`src/design/cfa_params.svh`:
```
`ifndef CFA_PARAMS_SVH
`define CFA_PARAMS_SVH

// Register offsets on the plain register port
`define CFA_FLAGS_OFS   8'h00
`define CFA_STATUS_OFS  8'h01

// Condition flag bit positions
`define CFA_BIT_V       7
`define CFA_BIT_H       4
`define CFA_BIT_I       3
`define CFA_BIT_N       2
`define CFA_BIT_Z       1
`define CFA_BIT_C       0

// Bits 6 and 5 are hard-wired high
`define CFA_FIXED_ONES  8'h60
// Reset value: mask set, fixed ones set, flags clear
`define CFA_FLAGS_RST   8'h68

// Decimal adjust corrections and limits
`define CFA_DA_LOW      8'h06
`define CFA_DA_HIGH     8'h60
`define CFA_DA_NIB_MAX  4'h9
`define CFA_DA_BYTE_MAX 8'h99

`endif

```
`src/design/cfa_pkg.sv`:
```
package cfa_pkg;

    // Flag-affecting operations
    typedef enum logic [4:0] {
        CFA_OP_ADD, CFA_OP_ADC, CFA_OP_SUB, CFA_OP_SBC, CFA_OP_AND, CFA_OP_OR,
        CFA_OP_XOR, CFA_OP_DEC, CFA_OP_DAA, CFA_OP_LD8, CFA_OP_LD16, CFA_OP_LSL,
        CFA_OP_LSR, CFA_OP_ROL, CFA_OP_ROR, CFA_OP_BTST, CFA_OP_CLRI, CFA_OP_SETI
    } cfa_op_t;

    // Operand address modes
    typedef enum logic [1:0] {
        CFA_AM_REG_ONLY, CFA_AM_PC_OFFSET, CFA_AM_INLINE, CFA_AM_DIRECT
    } cfa_mode_t;

    // Branch conditions
    typedef enum logic [3:0] {
        CFA_BR_ALWAYS, CFA_BR_SGT, CFA_BR_SGE, CFA_BR_SLE, CFA_BR_SLT,
        CFA_BR_BIT_LOW, CFA_BR_BIT_HIGH, CFA_BR_EQ, CFA_BR_NE
    } cfa_cond_t;

endpackage

```
`src/design/cfa_core.sv`:
```
`include "cfa_params.svh"
// Operation
// - Overflow flag bit 7 set on signed overflow; signed branches test it.
// - Half-carry bit 4 reflects carry from bit 3 on add operations.
// - Decimal adjust corrects prior add using half-carry and carry flags.
// - Mask bit 3 set blocks maskable interrupts; clear accepts them.
// - Interrupt mask set after registers pushed, before handler starts.
// - No interrupt recognised at boundary right after mask-clearing op.
// - Negative flag bit 2 follows bit 7 of the result.
// - Loads and stores set negative flag from the moved value's top bit.
// - Zero flag bit 1 set when result is zero, cleared otherwise.
// - Loads and stores set zero flag when moved value is all zeros.
// - Carry bit 0 set on add carry-out of bit 7 or subtract borrow.
// - Bit test, shift and rotate operations also drive carry.
// - All locations reached through one 16-bit linear address space.
// - Moves resolve source and destination with independent modes.
// - Test branches fetch operand via listed mode, target via relative.
// - Register-only mode makes no memory access for operands.
// - Relative offset sign-extended to 16 bits and added to PC.
// - Inline 16-bit operand takes high byte first, low byte next.
// - Direct mode prefixes zero high byte, reaching first 256 locations.
// - Condition bits 6 and 5 always read as one.
module cfa_core
    import cfa_pkg::*;
(
    input  wire logic             core_clk_i,   // Core clock, 250 MHz
    input  wire logic             srst_i,       // Synchronous reset, high
    input  wire logic             op_valid_i,   // Operation strobe
    input  wire cfa_pkg::cfa_op_t op_code_i,    // Operation select
    input  wire logic [7:0]       opa_i,        // Accumulator operand
    input  wire logic [7:0]       opb_i,        // Second operand
    input  wire logic [15:0]      wide_i,       // 16-bit moved value
    input  wire logic [2:0]       bit_sel_i,    // Bit number for bit test
    output logic [7:0]            result_o,     // Operation result
    output logic [7:0]            flags_o,      // Condition flags
    input  wire logic             irq_req_i,    // Maskable request pending
    input  wire logic             boundary_i,   // Instruction boundary
    input  wire logic             stack_done_i, // Registers pushed for entry
    output logic                  irq_take_o,   // Interrupt accepted pulse
    input  wire logic             addr_valid_i, // Address resolve strobe
    input  wire cfa_pkg::cfa_mode_t src_mode_i, // Source address mode
    input  wire cfa_pkg::cfa_mode_t dst_mode_i, // Destination address mode
    input  wire cfa_pkg::cfa_cond_t cond_i,     // Branch condition
    input  wire logic [15:0]      pc_i,         // Program counter
    input  wire logic [7:0]       byte1_i,      // Byte after opcode
    input  wire logic [7:0]       byte2_i,      // Second byte after opcode
    input  wire logic [7:0]       rel_i,        // Relative offset byte
    output logic [15:0]           src_ea_o,     // Source address or operand
    output logic                  src_mem_o,    // Source needs memory access
    output logic [15:0]           dst_ea_o,     // Destination address
    output logic                  dst_mem_o,    // Destination in memory
    output logic                  taken_o,      // Branch condition held
    output logic [15:0]           target_o,     // Next program counter
    input  wire logic [7:0]       reg_addr_i,   // Register address
    input  wire logic [7:0]       reg_wdata_i,  // Register write data
    input  wire logic             reg_wr_i,     // Register write strobe
    input  wire logic             reg_rd_i,     // Register read strobe
    output logic [7:0]            reg_rdata_o   // Read data, next cycle
);
    import cfa_pkg::*;

    logic [7:0]  flags_reg;
    logic [7:0]  flags_next;
    logic [7:0]  result_reg;
    logic [7:0]  result_next;
    logic        shadow_reg;
    logic        irq_take_reg;
    logic [8:0]  add_w;
    logic [8:0]  sub_w;
    logic [4:0]  half_w;
    logic        cin_w;
    logic [7:0]  da_w;
    logic        da_c_w;
    logic        cond_w;
    logic        mask_clear_w;

    // Carry-in for chained arithmetic
    assign cin_w = (op_code_i == CFA_OP_ADC || op_code_i == CFA_OP_SBC)
                   ? flags_reg[`CFA_BIT_C] : 1'b0;
    assign add_w  = {1'b0, opa_i} + {1'b0, opb_i} + {8'h00, cin_w};
    assign sub_w  = {1'b0, opa_i} - {1'b0, opb_i} - {8'h00, cin_w};
    assign half_w = {1'b0, opa_i[3:0]} + {1'b0, opb_i[3:0]} + {4'h0, cin_w};

    // Decimal correction of a previous add result
    always_comb
    begin
        da_w   = 8'h00;
        da_c_w = flags_reg[`CFA_BIT_C];
        if (flags_reg[`CFA_BIT_H] || opa_i[3:0] > `CFA_DA_NIB_MAX)
            da_w = da_w | `CFA_DA_LOW;
        if (flags_reg[`CFA_BIT_C] || opa_i > `CFA_DA_BYTE_MAX)
        begin
            da_w   = da_w | `CFA_DA_HIGH;
            da_c_w = 1'b1;
        end
    end

    // Result and flag update per operation; untouched bits hold
    always_comb
    begin
        flags_next  = flags_reg;
        result_next = result_reg;
        if (op_valid_i)
        begin
            unique case (op_code_i)
                CFA_OP_ADD, CFA_OP_ADC:
                begin
                    result_next = add_w[7:0];
                    flags_next[`CFA_BIT_H] = half_w[4];
                    flags_next[`CFA_BIT_C] = add_w[8];
                    flags_next[`CFA_BIT_V] = (opa_i[7] == opb_i[7])
                                             && (add_w[7] != opa_i[7]);
                end
                CFA_OP_SUB, CFA_OP_SBC:
                begin
                    result_next = sub_w[7:0];
                    flags_next[`CFA_BIT_C] = sub_w[8];
                    flags_next[`CFA_BIT_V] = (opa_i[7] != opb_i[7])
                                             && (sub_w[7] != opa_i[7]);
                end
                CFA_OP_AND:  result_next = opa_i & opb_i;
                CFA_OP_OR:   result_next = opa_i | opb_i;
                CFA_OP_XOR:  result_next = opa_i ^ opb_i;
                CFA_OP_DEC:
                begin
                    result_next = opa_i - 8'h01;
                    flags_next[`CFA_BIT_V] = (opa_i == 8'h80);
                end
                CFA_OP_DAA:
                begin
                    result_next = opa_i + da_w;
                    flags_next[`CFA_BIT_C] = da_c_w;
                end
                CFA_OP_LD8, CFA_OP_LD16: result_next = opa_i;
                CFA_OP_LSL:
                begin
                    result_next = {opa_i[6:0], 1'b0};
                    flags_next[`CFA_BIT_C] = opa_i[7];
                end
                CFA_OP_LSR:
                begin
                    result_next = {1'b0, opa_i[7:1]};
                    flags_next[`CFA_BIT_C] = opa_i[0];
                end
                CFA_OP_ROL:
                begin
                    result_next = {opa_i[6:0], flags_reg[`CFA_BIT_C]};
                    flags_next[`CFA_BIT_C] = opa_i[7];
                end
                CFA_OP_ROR:
                begin
                    result_next = {flags_reg[`CFA_BIT_C], opa_i[7:1]};
                    flags_next[`CFA_BIT_C] = opa_i[0];
                end
                CFA_OP_BTST: flags_next[`CFA_BIT_C] = opa_i[bit_sel_i];
                CFA_OP_CLRI: flags_next[`CFA_BIT_I] = 1'b0;
                CFA_OP_SETI: flags_next[`CFA_BIT_I] = 1'b1;
                default: ;
            endcase
            // N and Z from the value produced or moved
            if (op_code_i == CFA_OP_LD16)
            begin
                flags_next[`CFA_BIT_N] = wide_i[15];
                flags_next[`CFA_BIT_Z] = (wide_i == 16'h0000);
            end
            else if (op_code_i == CFA_OP_LD8)
            begin
                flags_next[`CFA_BIT_N] = opa_i[7];
                flags_next[`CFA_BIT_Z] = (opa_i == 8'h00);
            end
            else if (op_code_i != CFA_OP_BTST && op_code_i != CFA_OP_CLRI
                     && op_code_i != CFA_OP_SETI)
            begin
                flags_next[`CFA_BIT_N] = result_next[7];
                flags_next[`CFA_BIT_Z] = (result_next == 8'h00);
            end
        end
        else if (reg_wr_i && reg_addr_i == `CFA_FLAGS_OFS)
            flags_next = reg_wdata_i;
        // Stack push completion sets the mask, winning over a clear
        if (stack_done_i)
            flags_next[`CFA_BIT_I] = 1'b1;
        flags_next = flags_next | `CFA_FIXED_ONES;
    end

    // Mask going from set to clear by an operation or a write
    assign mask_clear_w = flags_reg[`CFA_BIT_I] && !flags_next[`CFA_BIT_I];

    // Flag and result registers
    always_ff @(posedge core_clk_i)
    begin
        if (srst_i)
        begin
            flags_reg  <= `CFA_FLAGS_RST;
            result_reg <= 8'h00;
        end
        else
        begin
            flags_reg  <= flags_next;
            result_reg <= result_next;
        end
    end

    // Shadow boundary after the mask is cleared
    always_ff @(posedge core_clk_i)
    begin
        if (srst_i)
            shadow_reg <= 1'b0;
        else if (mask_clear_w)
            shadow_reg <= 1'b1;
        else if (boundary_i)
            shadow_reg <= 1'b0;
    end

    // Interrupt recognition at boundaries
    always_ff @(posedge core_clk_i)
    begin
        if (srst_i)
            irq_take_reg <= 1'b0;
        else
            irq_take_reg <= boundary_i && irq_req_i && !flags_reg[`CFA_BIT_I]
                            && !shadow_reg && !stack_done_i;
    end

    // Branch condition from flags, signed ones via overflow
    always_comb
    begin
        unique case (cond_i)
            CFA_BR_ALWAYS:   cond_w = 1'b1;
            CFA_BR_SGT:      cond_w = !(flags_reg[`CFA_BIT_Z] || (flags_reg[`CFA_BIT_N]
                                      ^ flags_reg[`CFA_BIT_V]));
            CFA_BR_SGE:      cond_w = !(flags_reg[`CFA_BIT_N] ^ flags_reg[`CFA_BIT_V]);
            CFA_BR_SLE:      cond_w = flags_reg[`CFA_BIT_Z] || (flags_reg[`CFA_BIT_N]
                                      ^ flags_reg[`CFA_BIT_V]);
            CFA_BR_SLT:      cond_w = flags_reg[`CFA_BIT_N] ^ flags_reg[`CFA_BIT_V];
            CFA_BR_BIT_LOW:  cond_w = !flags_reg[`CFA_BIT_C];
            CFA_BR_BIT_HIGH: cond_w = flags_reg[`CFA_BIT_C];
            CFA_BR_EQ:       cond_w = flags_reg[`CFA_BIT_Z];
            CFA_BR_NE:       cond_w = !flags_reg[`CFA_BIT_Z];
            default:         cond_w = 1'b0;
        endcase
    end

    // Resolve one operand location from a mode, in one 16-bit space
    function automatic logic [16:0] cfa_resolve(input cfa_mode_t mode,
                                               input logic [15:0] pc,
                                               input logic [7:0] b1,
                                               input logic [7:0] b2);
        logic [16:0] r;
        r = 17'h00000;
        unique case (mode)
            CFA_AM_REG_ONLY:  r = 17'h00000;
            CFA_AM_PC_OFFSET: r = {1'b0, pc + {{8{b1[7]}}, b1}};
            CFA_AM_INLINE:    r = {1'b0, b1, b2};
            CFA_AM_DIRECT:    r = {1'b1, 8'h00, b1};
        endcase
        return r;
    endfunction

    logic [16:0] src_w;
    logic [16:0] dst_w;
    assign src_w = cfa_resolve(src_mode_i, pc_i, byte1_i, byte2_i);
    assign dst_w = cfa_resolve(dst_mode_i, pc_i, byte2_i, 8'h00);

    // Address and branch outputs, target via relative offset when taken, else PC
    always_ff @(posedge core_clk_i)
    begin
        if (srst_i)
        begin
            src_ea_o  <= 16'h0000;
            src_mem_o <= 1'b0;
            dst_ea_o  <= 16'h0000;
            dst_mem_o <= 1'b0;
            taken_o   <= 1'b0;
            target_o  <= 16'h0000;
        end
        else if (addr_valid_i)
        begin
            src_ea_o  <= src_w[15:0];
            src_mem_o <= src_w[16];
            dst_ea_o  <= dst_w[15:0];
            dst_mem_o <= dst_w[16];
            taken_o   <= cond_w;
            target_o  <= cond_w ? pc_i + {{8{rel_i[7]}}, rel_i} : pc_i;
        end
    end

    // Register read port, data one cycle after the strobe
    always_ff @(posedge core_clk_i)
    begin
        if (srst_i)
            reg_rdata_o <= 8'h00;
        else if (reg_rd_i && reg_addr_i == `CFA_FLAGS_OFS)
            reg_rdata_o <= flags_reg;
        else if (reg_rd_i && reg_addr_i == `CFA_STATUS_OFS)
            reg_rdata_o <= {6'h00, irq_req_i, shadow_reg};
        else
            reg_rdata_o <= 8'h00;
    end

    assign result_o   = result_reg;
    assign flags_o    = flags_reg;
    assign irq_take_o = irq_take_reg;
endmodule

```
`config.mk`:
```
export PLATFORM = sky130hd
export DESIGN_NAME = cfa_core
export DESIGN_NICKNAME = d
export VERILOG_FILES = /design/src/design/cfa_pkg.sv /design/src/design/cfa_core.sv
export VERILOG_INCLUDE_DIRS = /design/src /design/src/design
export SDC_FILE = /design/constraint.sdc
export NUM_CORES = 1
export LEC_CHECK = 0
export ABC_AREA = 1
export ABC_CLOCK_PERIOD_IN_PS = 3400
export BUFFER_PORTS_ARGS = -buffer_cell sky130_fd_sc_hd__buf_2
export CAP_MARGIN = 5
export CORE_MARGIN = 5
export CORE_UTILIZATION = 56
export DETAILED_ROUTE_END_ITERATION = 10
export PLACE_DENSITY = 0.89
export SYNTH_ARGS = -nofsm -noshare
export SYNTH_HDL_FRONTEND = slang
export SYNTH_SLANG_ARGS = --single-unit
```
`constraint.sdc`:
```
create_clock -name core_clk_i -period 3.4 [get_ports core_clk_i]
set_input_delay 0.34 -clock core_clk_i [delete_from_list [all_inputs] [get_ports core_clk_i]]
set_output_delay 0.34 -clock core_clk_i [all_outputs]
set_load 0.005 [all_outputs]
```
# After elaboration in Yosys (flattened, before gate mapping)
# Cells that the tools add are included.
[classes]
addsub = 11
n_lt_le_gt_ge = 3
n_eq_ne = 45
muxes = 27
bitwise = 4
n_reduce_logical = 43
[op_table]
columns = ["cell", "n"]
rows = [
  ["one-hot mux 17 bit (4 select lines)", 2],
  ["one-hot mux 8 bit (12 select lines)", 1],
  ["adder 16 bit", 3],
  ["== test 5 x 4 -> 1 bit (second input constant)", 8],
  ["zero test 8 bit", 3],
  ["2-to-1 mux 8 bit", 3],
  ["== test 5 x 3 -> 1 bit (second input constant)", 4],
  ["== test 4 x 3 -> 1 bit (second input constant)", 4],
  ["zero test 16 bit", 1],
  ["2-to-1 mux 16 bit", 1],
  ["logical AND 1 bit", 12],
  ["== test 5 x 2 -> 1 bit (second input constant)", 2],
  ["== test 5 bit (second input constant)", 2],
  ["!= test 5 bit (second input constant)", 2],
  ["OR reduction 2 bit", 5],
  ["adder 8 x 8 -> 9 bit", 1],
  ["adder 9 x 1 -> 9 bit", 1],
  ["one-hot mux 1 bit (9 select lines)", 1],
  ["subtractor 8 x 8 -> 9 bit", 1],
  ["subtractor 9 x 1 -> 9 bit", 1],
  ["adder 8 bit", 1],
  ["AND 8 bit", 1],
  ["== test 2 bit (second input constant)", 4],
  ["== test 4 x 2 -> 1 bit (second input constant)", 2],
  ["39 further kinds", 67],
]
[totals]
ff_bits = 77
inputBits = 113
out_inout_bits = 76
word_cells = 149

# Depth between registers and ports, before layout
[logic_depth]
ltp_word = 16
depth_mapped = 21
ltp_nobuf = 21

# Least setup slack after synthesis
# Ideal clock, no wire load.
[synth_path]
path_kind = "input to register"
from = "in op_code_i[0]"
to = "reg flags_reg[2] (netlist: flags_o[2])"
setup_time_ps = 119
arrival_ps = 2613
setup_slack_ps = 667
path_stages = 17
n_path_buf = 1
cell_sequence = "buf_4 inv_1 nor4_1 inv_1 fa_1 ha_1 nand2_1 nand2_1 nand2_1 nand4_1 nand3_1 nand3_1 nor2_1 nand3_1 mux2_2 nand2_1 a21oi_1"
[synth_via]
elab_chain_len = 10
[synth_rtl]
columns = ["element", "line", "rtl"]
rows = [
  ["from (decl)", "cfa_core.sv:29", "input wire cfa_pkg::cfa_op_t op_code_i,"],
  ["== test 5 x 1 -> 1 bit or == test 5 x 2 -> 1 bit (tied branches)", "cfa_core.sv:78, cfa_core.sv:105", ""],
  ["logical OR 1 bit", "cfa_core.sv:78", "assign cin_w = (op_code_i == CFA_OP_ADC || op_code_i == CFA_OP_SBC)"],
  ["2-to-1 mux 1 bit", "cfa_core.sv:78", ""],
  ["subtractor 9 x 1 -> 9 bit or adder 9 x 1 -> 9 bit (tied branches)", "cfa_core.sv:81, cfa_core.sv:80", ""],
  ["one-hot mux 8 bit (12 select lines)", "cfa_core.sv:105", "unique case (op_code_i)"],
  ["2-to-1 mux 8 bit", "cfa_core.sv:103", "if (op_valid_i)"],
  ["2-to-1 mux 2 bit", "cfa_core.sv:171", "else if (op_code_i != CFA_OP_BTST && op_code_i != CFA_OP_CLRI"],
  ["2-to-1 mux 2 bit", "cfa_core.sv:166", "else if (op_code_i == CFA_OP_LD8)"],
  ["2-to-1 mux 2 bit", "cfa_core.sv:161", "if (op_code_i == CFA_OP_LD16)"],
  ["2-to-1 mux 5 bit", "cfa_core.sv:103", ""],
  ["to (signal assigned)", "cfa_core.sv:194", "flags_reg <= `CFA_FLAGS_RST;"],
  ["to (signal assigned)", "cfa_core.sv:199", "flags_reg <= flags_next;"],
  ["to (decl)", "cfa_core.sv:62", "logic [7:0] flags_reg;"],
]
# Several ways; a longest one is shown, not always the timed one. The select of a mux whose other input is x is not followed.
# A chain may end at the register's enable or synchronous reset.

# Worst setup path after layout
[layout_path]
from = "reg flags_reg[0] (netlist: flags_o[0])"
to = "reg flags_reg[2] (netlist: flags_o[2])"
[layout_via]
elab_chain_len = 9
[layout_rtl]
columns = ["element", "line", "rtl"]
rows = [
  ["logical OR 1 bit (no line)", "n/a", ""],
  ["2-to-1 mux 7 bit", "cfa_core.sv:91", "if (flags_reg[`CFA_BIT_C] || opa_i > `CFA_DA_BYTE_MAX)"],
  ["adder 8 bit", "cfa_core.sv:131", "result_next = opa_i + da_w;"],
  ["one-hot mux 8 bit (12 select lines) (*)", "cfa_core.sv:105", ""],
  ["2-to-1 mux 8 bit (*)", "cfa_core.sv:103", ""],
  ["2-to-1 mux 2 bit (*)", "cfa_core.sv:171", ""],
  ["2-to-1 mux 2 bit (*)", "cfa_core.sv:166", ""],
  ["2-to-1 mux 2 bit (*)", "cfa_core.sv:161", ""],
  ["2-to-1 mux 5 bit (*)", "cfa_core.sv:103", ""],
]
# Every way passes the cells marked *; elsewhere a longest branch is shown, timed or not. The select of a mux whose other input is x is not followed.

==> reports/metrics.yaml <==
yosysSeqAreaShare: 0.191
cts_htree_levels: 3
io_buffers: 184
p_leak_nw: 4.83
num_vias: 9491
ys.flop_type: "dfxtp_1"
initial_core_util: 0.564
fin_ws_ns: 0.372
path_clk_slew_ns: 0.06
antenna_found_initial: 0
cts_inserted_buffers: 9
area_delta_synth_final_pct: 18.1
ctsLongestPathBuffers: 2
p_per_area_nw_per_um2: 335
diodes: 0
place.gp.congestion: 0.999
worstSetupPathType: "reg2reg"
critPathCaptureType: "register"
path_buf_inv: 3
maxSlewViolCount: 0
antenna_left: 0
critPathCapture: "flags_o[2]$_SDFFE_PP0P_"
grt_pass1_vias: 8834
syn_avg_cell_area_sq_um: 6.16
dieArea_sq_um: 16300
place.detailed.hpwl_microns: 21500
design_area_sq_um: 9140
peakVddDrop_uv: 340
cts.sinks: 74
nNetsFinal: 1637
post-route-period-util: 0.891
path_cells: "inv_1, nor4_1, buf_4, inv_1, fa_1, ha_1, nand2_1, nand2_1, nand2_1, nand4_1, nand3_1, nand3_1, nor2_1, nand3_1, mux2_2, nand2_1, a21oi_1"
syn_inst: 1257
reg2regPathDepth: 17
grtUsageTotal: 0.327
hold_path_class: "in2reg"
overflow: 0
path_depth: 17
r2r_start: "flags_o[0]$_SDFFE_PP0P_"
regToRegEndpoint: "flags_o[2]$_SDFFE_PP0P_"
ff2ff_setup_slack_ns: 0.37
num_rows: 43
routedWlPerCell_microns: 16.7
max_freq_mhz: 330
max_slew_margin: 0.319
skew_ns: 0.00727
hold_viol: 0
reg_top3: "dst_ea_o: 16 flops, src_ea_o: 16 flops, target_o: 16 flops"
ys_seq_elements: 74
postPlaceCellArea_sq_um: 8830
synth-edff-count: 0
crit_slowest_cell: "dfxtp_1"
fp.dieW_microns: 128
grt_pass1_wl_microns: 43400
cts-resized-gates: 0
cts_setup_buffers: 0
first_iter_violations: 1057
synth_warnings: 0
pre_cts_slack_ns: 0.332
drive_above_1_share: 0.163
p_total_mw: 3.07
tightest_slew_ns: 1.02
drv_cap: 0
tns_ns: 0
crit_arrival_ns: 3.26
worst_path_largest_cell_delay_ns: 0.49
die_h_microns: 128
use_met3: 0.0656
period_minus_slack_ns: 3.03
cp_common_cell: "nand2_1"
first_pass_iters: 7
grt_max_degree: 52
wl_microns: 27100
clockRootBuffer: "clkbuf_16"
clk_latency_ns: 0.34
use_met2: 0.544
ctsHoldBuffers: 0
netlist_area_sq_um: 7740
drc_errors: 0
cp-startpoint: "flags_o[0]$_SDFFE_PP0P_"
status: "finished, final reports clean"
setup_violations: 0
cp-start-kind: "register"
grt-busiest-layer: "met2"
core_area_sq_um: 13700
use_met1: 0.404
synth_cell_types: 48
grt_setup_unrepaired: "no"
worstPathRequired_ns: 3.63
synthArstFlopShare: 0
path_max_fanout: 5
io_pins: 189
cts_tree: "built"
via_per_inst: 5.87
crit_family: "simple AND/OR/NAND/NOR gates"
cell usage in the layout, fill, tap and decap left out, types with 3 or more instances in the layout:
cell / instances
clkbuf_16: 9
nand2_2: 4
a21oi_1: 118
o22ai_1: 11
buf_4: 10
xnor2_1: 9
nor2_2: 3
inv_1: 157
or2_2: 8
fa_1: 8
o221ai_1: 3
o21ai_0: 73
a21o_1: 3
xor2_1: 17
nor2_1: 117
buf_2: 184
dfxtp_1: 74
a211oi_1: 3
nor4_1: 13
o211ai_1: 17
a21boi_0: 6
a31oi_1: 14
nand3b_1: 10
inv_2: 5
nor3_1: 7
a22oi_1: 6
nand4_1: 22
ha_1: 83
nand3_1: 68
o31ai_1: 3
nand2_1: 342
o21bai_1: 4
stage by stage:
stage	hold WS, ns	std cells	utilization
after global routing	0.192	1618	0.666
final	0.199	1618	0.666
after global placement	0.408	1602	0.644
after floorplan	0.397	1258	-
after CTS	0.184	1618	0.666
after detailed placement	0.424	1602	0.644
report_power, final:
| part | internal, mW | switching (mW) | leakage (nW) |
|---|---|---|---|
| combinational | 0.405 | 0.695 | 4.08 |
| sequential | 0.922 | 0.0371 | 0.607 |
| clock | 0.583 | 0.424 | 0.146 |
worst min-delay path by stage:
| stage | startpoint | endpoint | slack (ns) | cells after the start |
|---|---|---|---|---|
| finish | stack_done_i | irq_take_o$_SDFF_PP0_ | 0.20 | 2 |
| global route | stack_done_i | irq_take_o$_SDFF_PP0_ | 0.19 | 2 |
| CTS | stack_done_i | irq_take_o$_SDFF_PP0_ | 0.18 | 2 |
| detailed placement | shadow_reg$_SDFFE_PP0P_ | irq_take_o$_SDFF_PP0_ | 0.42 | 1 |
| global placement | shadow_reg$_SDFFE_PP0P_ | irq_take_o$_SDFF_PP0_ | 0.41 | 1 |
| floorplan | shadow_reg$_SDFFE_PP0P_ | irq_take_o$_SDFF_PP0_ | 0.40 | 1 |
cell families (layout without fill, tap and decap cells):
group | count (synthesis) | after routing | synth area share
AO/OA/AOI/OAI | 272 | 272 | 0.199
other | 1 | 2 | 0.000485
multiplexers | 2 | 2 | 0.00291
adder cells (fa/ha/maj) | 91 | 91 | 0.155
XOR/XNOR | 26 | 26 | 0.0294
flip-flops | 74 | 74 | 0.191
AND/OR/NAND/NOR | 597 | 597 | 0.325
buffers and inverters | 194 | 374 | 0.0967
Yosys cell counts, types with 2 or more instances:
cell / count / area, sq um
or2_2: 8 / 50.1
nor4_1: 13 / 81.3
o21a_1: 2 / 15.0
a21oi_1: 118 / 591
nand3_1: 68 / 340
a21boi_0: 6 / 45.0
a22oi_1: 6 / 45.0
nor3_1: 7 / 35.0
fa_1: 8 / 160
inv_1: 157 / 589
o31ai_1: 3 / 22.5
clkbuf_1: 16 / 60.1
nor2_2: 3 / 18.8
inv_2: 5 / 18.8
nand4_1: 22 / 138
nor2_1: 117 / 439
a21o_1: 3 / 22.5
nand2_1: 342 / 1280
nand3b_1: 10 / 75.1
buf_1: 6 / 22.5
a221oi_1: 2 / 17.5
o21ai_0: 73 / 365
dfxtp_1: 74 / 1480
buf_4: 4 / 30.0
nand2_2: 4 / 25.0
xor2_1: 17 / 149
ha_1: 83 / 1040
xnor2_1: 9 / 78.8
o21bai_1: 4 / 30.0
clkinv_1: 2 / 7.51
o211ai_1: 17 / 128
mux2_2: 2 / 22.5
a31oi_1: 14 / 87.6
buf_2: 4 / 20.0
a211oi_1: 3 / 22.5
o22ai_1: 11 / 68.8
o221ai_1: 3 / 26.3
worst register-to-register path: stages, from the launching register on:
cell and delay, ns:
dfxtp_1 0.49, inv_1 0.10, nor4_1 0.29, buf_4 0.18
inv_1 0.05, fa_1 0.38, ha_1 0.30, nand2_1 0.07
nand2_1 0.08, nand2_1 0.09, nand4_1 0.11, nand3_1 0.12
nand3_1 0.07, nor2_1 0.08, nand3_1 0.12, mux2_2 0.29
nand2_1 0.06, a21oi_1 0.06
layout make-up:
class / instances / area [sq um]
inverters: 164 / 616
well taps: 180 / 225
fillers: 1250 / 4580
clock inverters: 7 / 85.1
flip-flops and latches: 74 / 1480
multi-input cells: 990 / 5510
repair buffers: 194 / 996
clock buffers: 9 / 225
per-layer routing:
metal	up-vias	part of all wire
li1	4544	-
met1	4277	0.38
met2	570	0.46
met3	100	0.11
met4	0	0.050
met5	-	0
No activity file was read; power rests on OpenSTA's default activity.
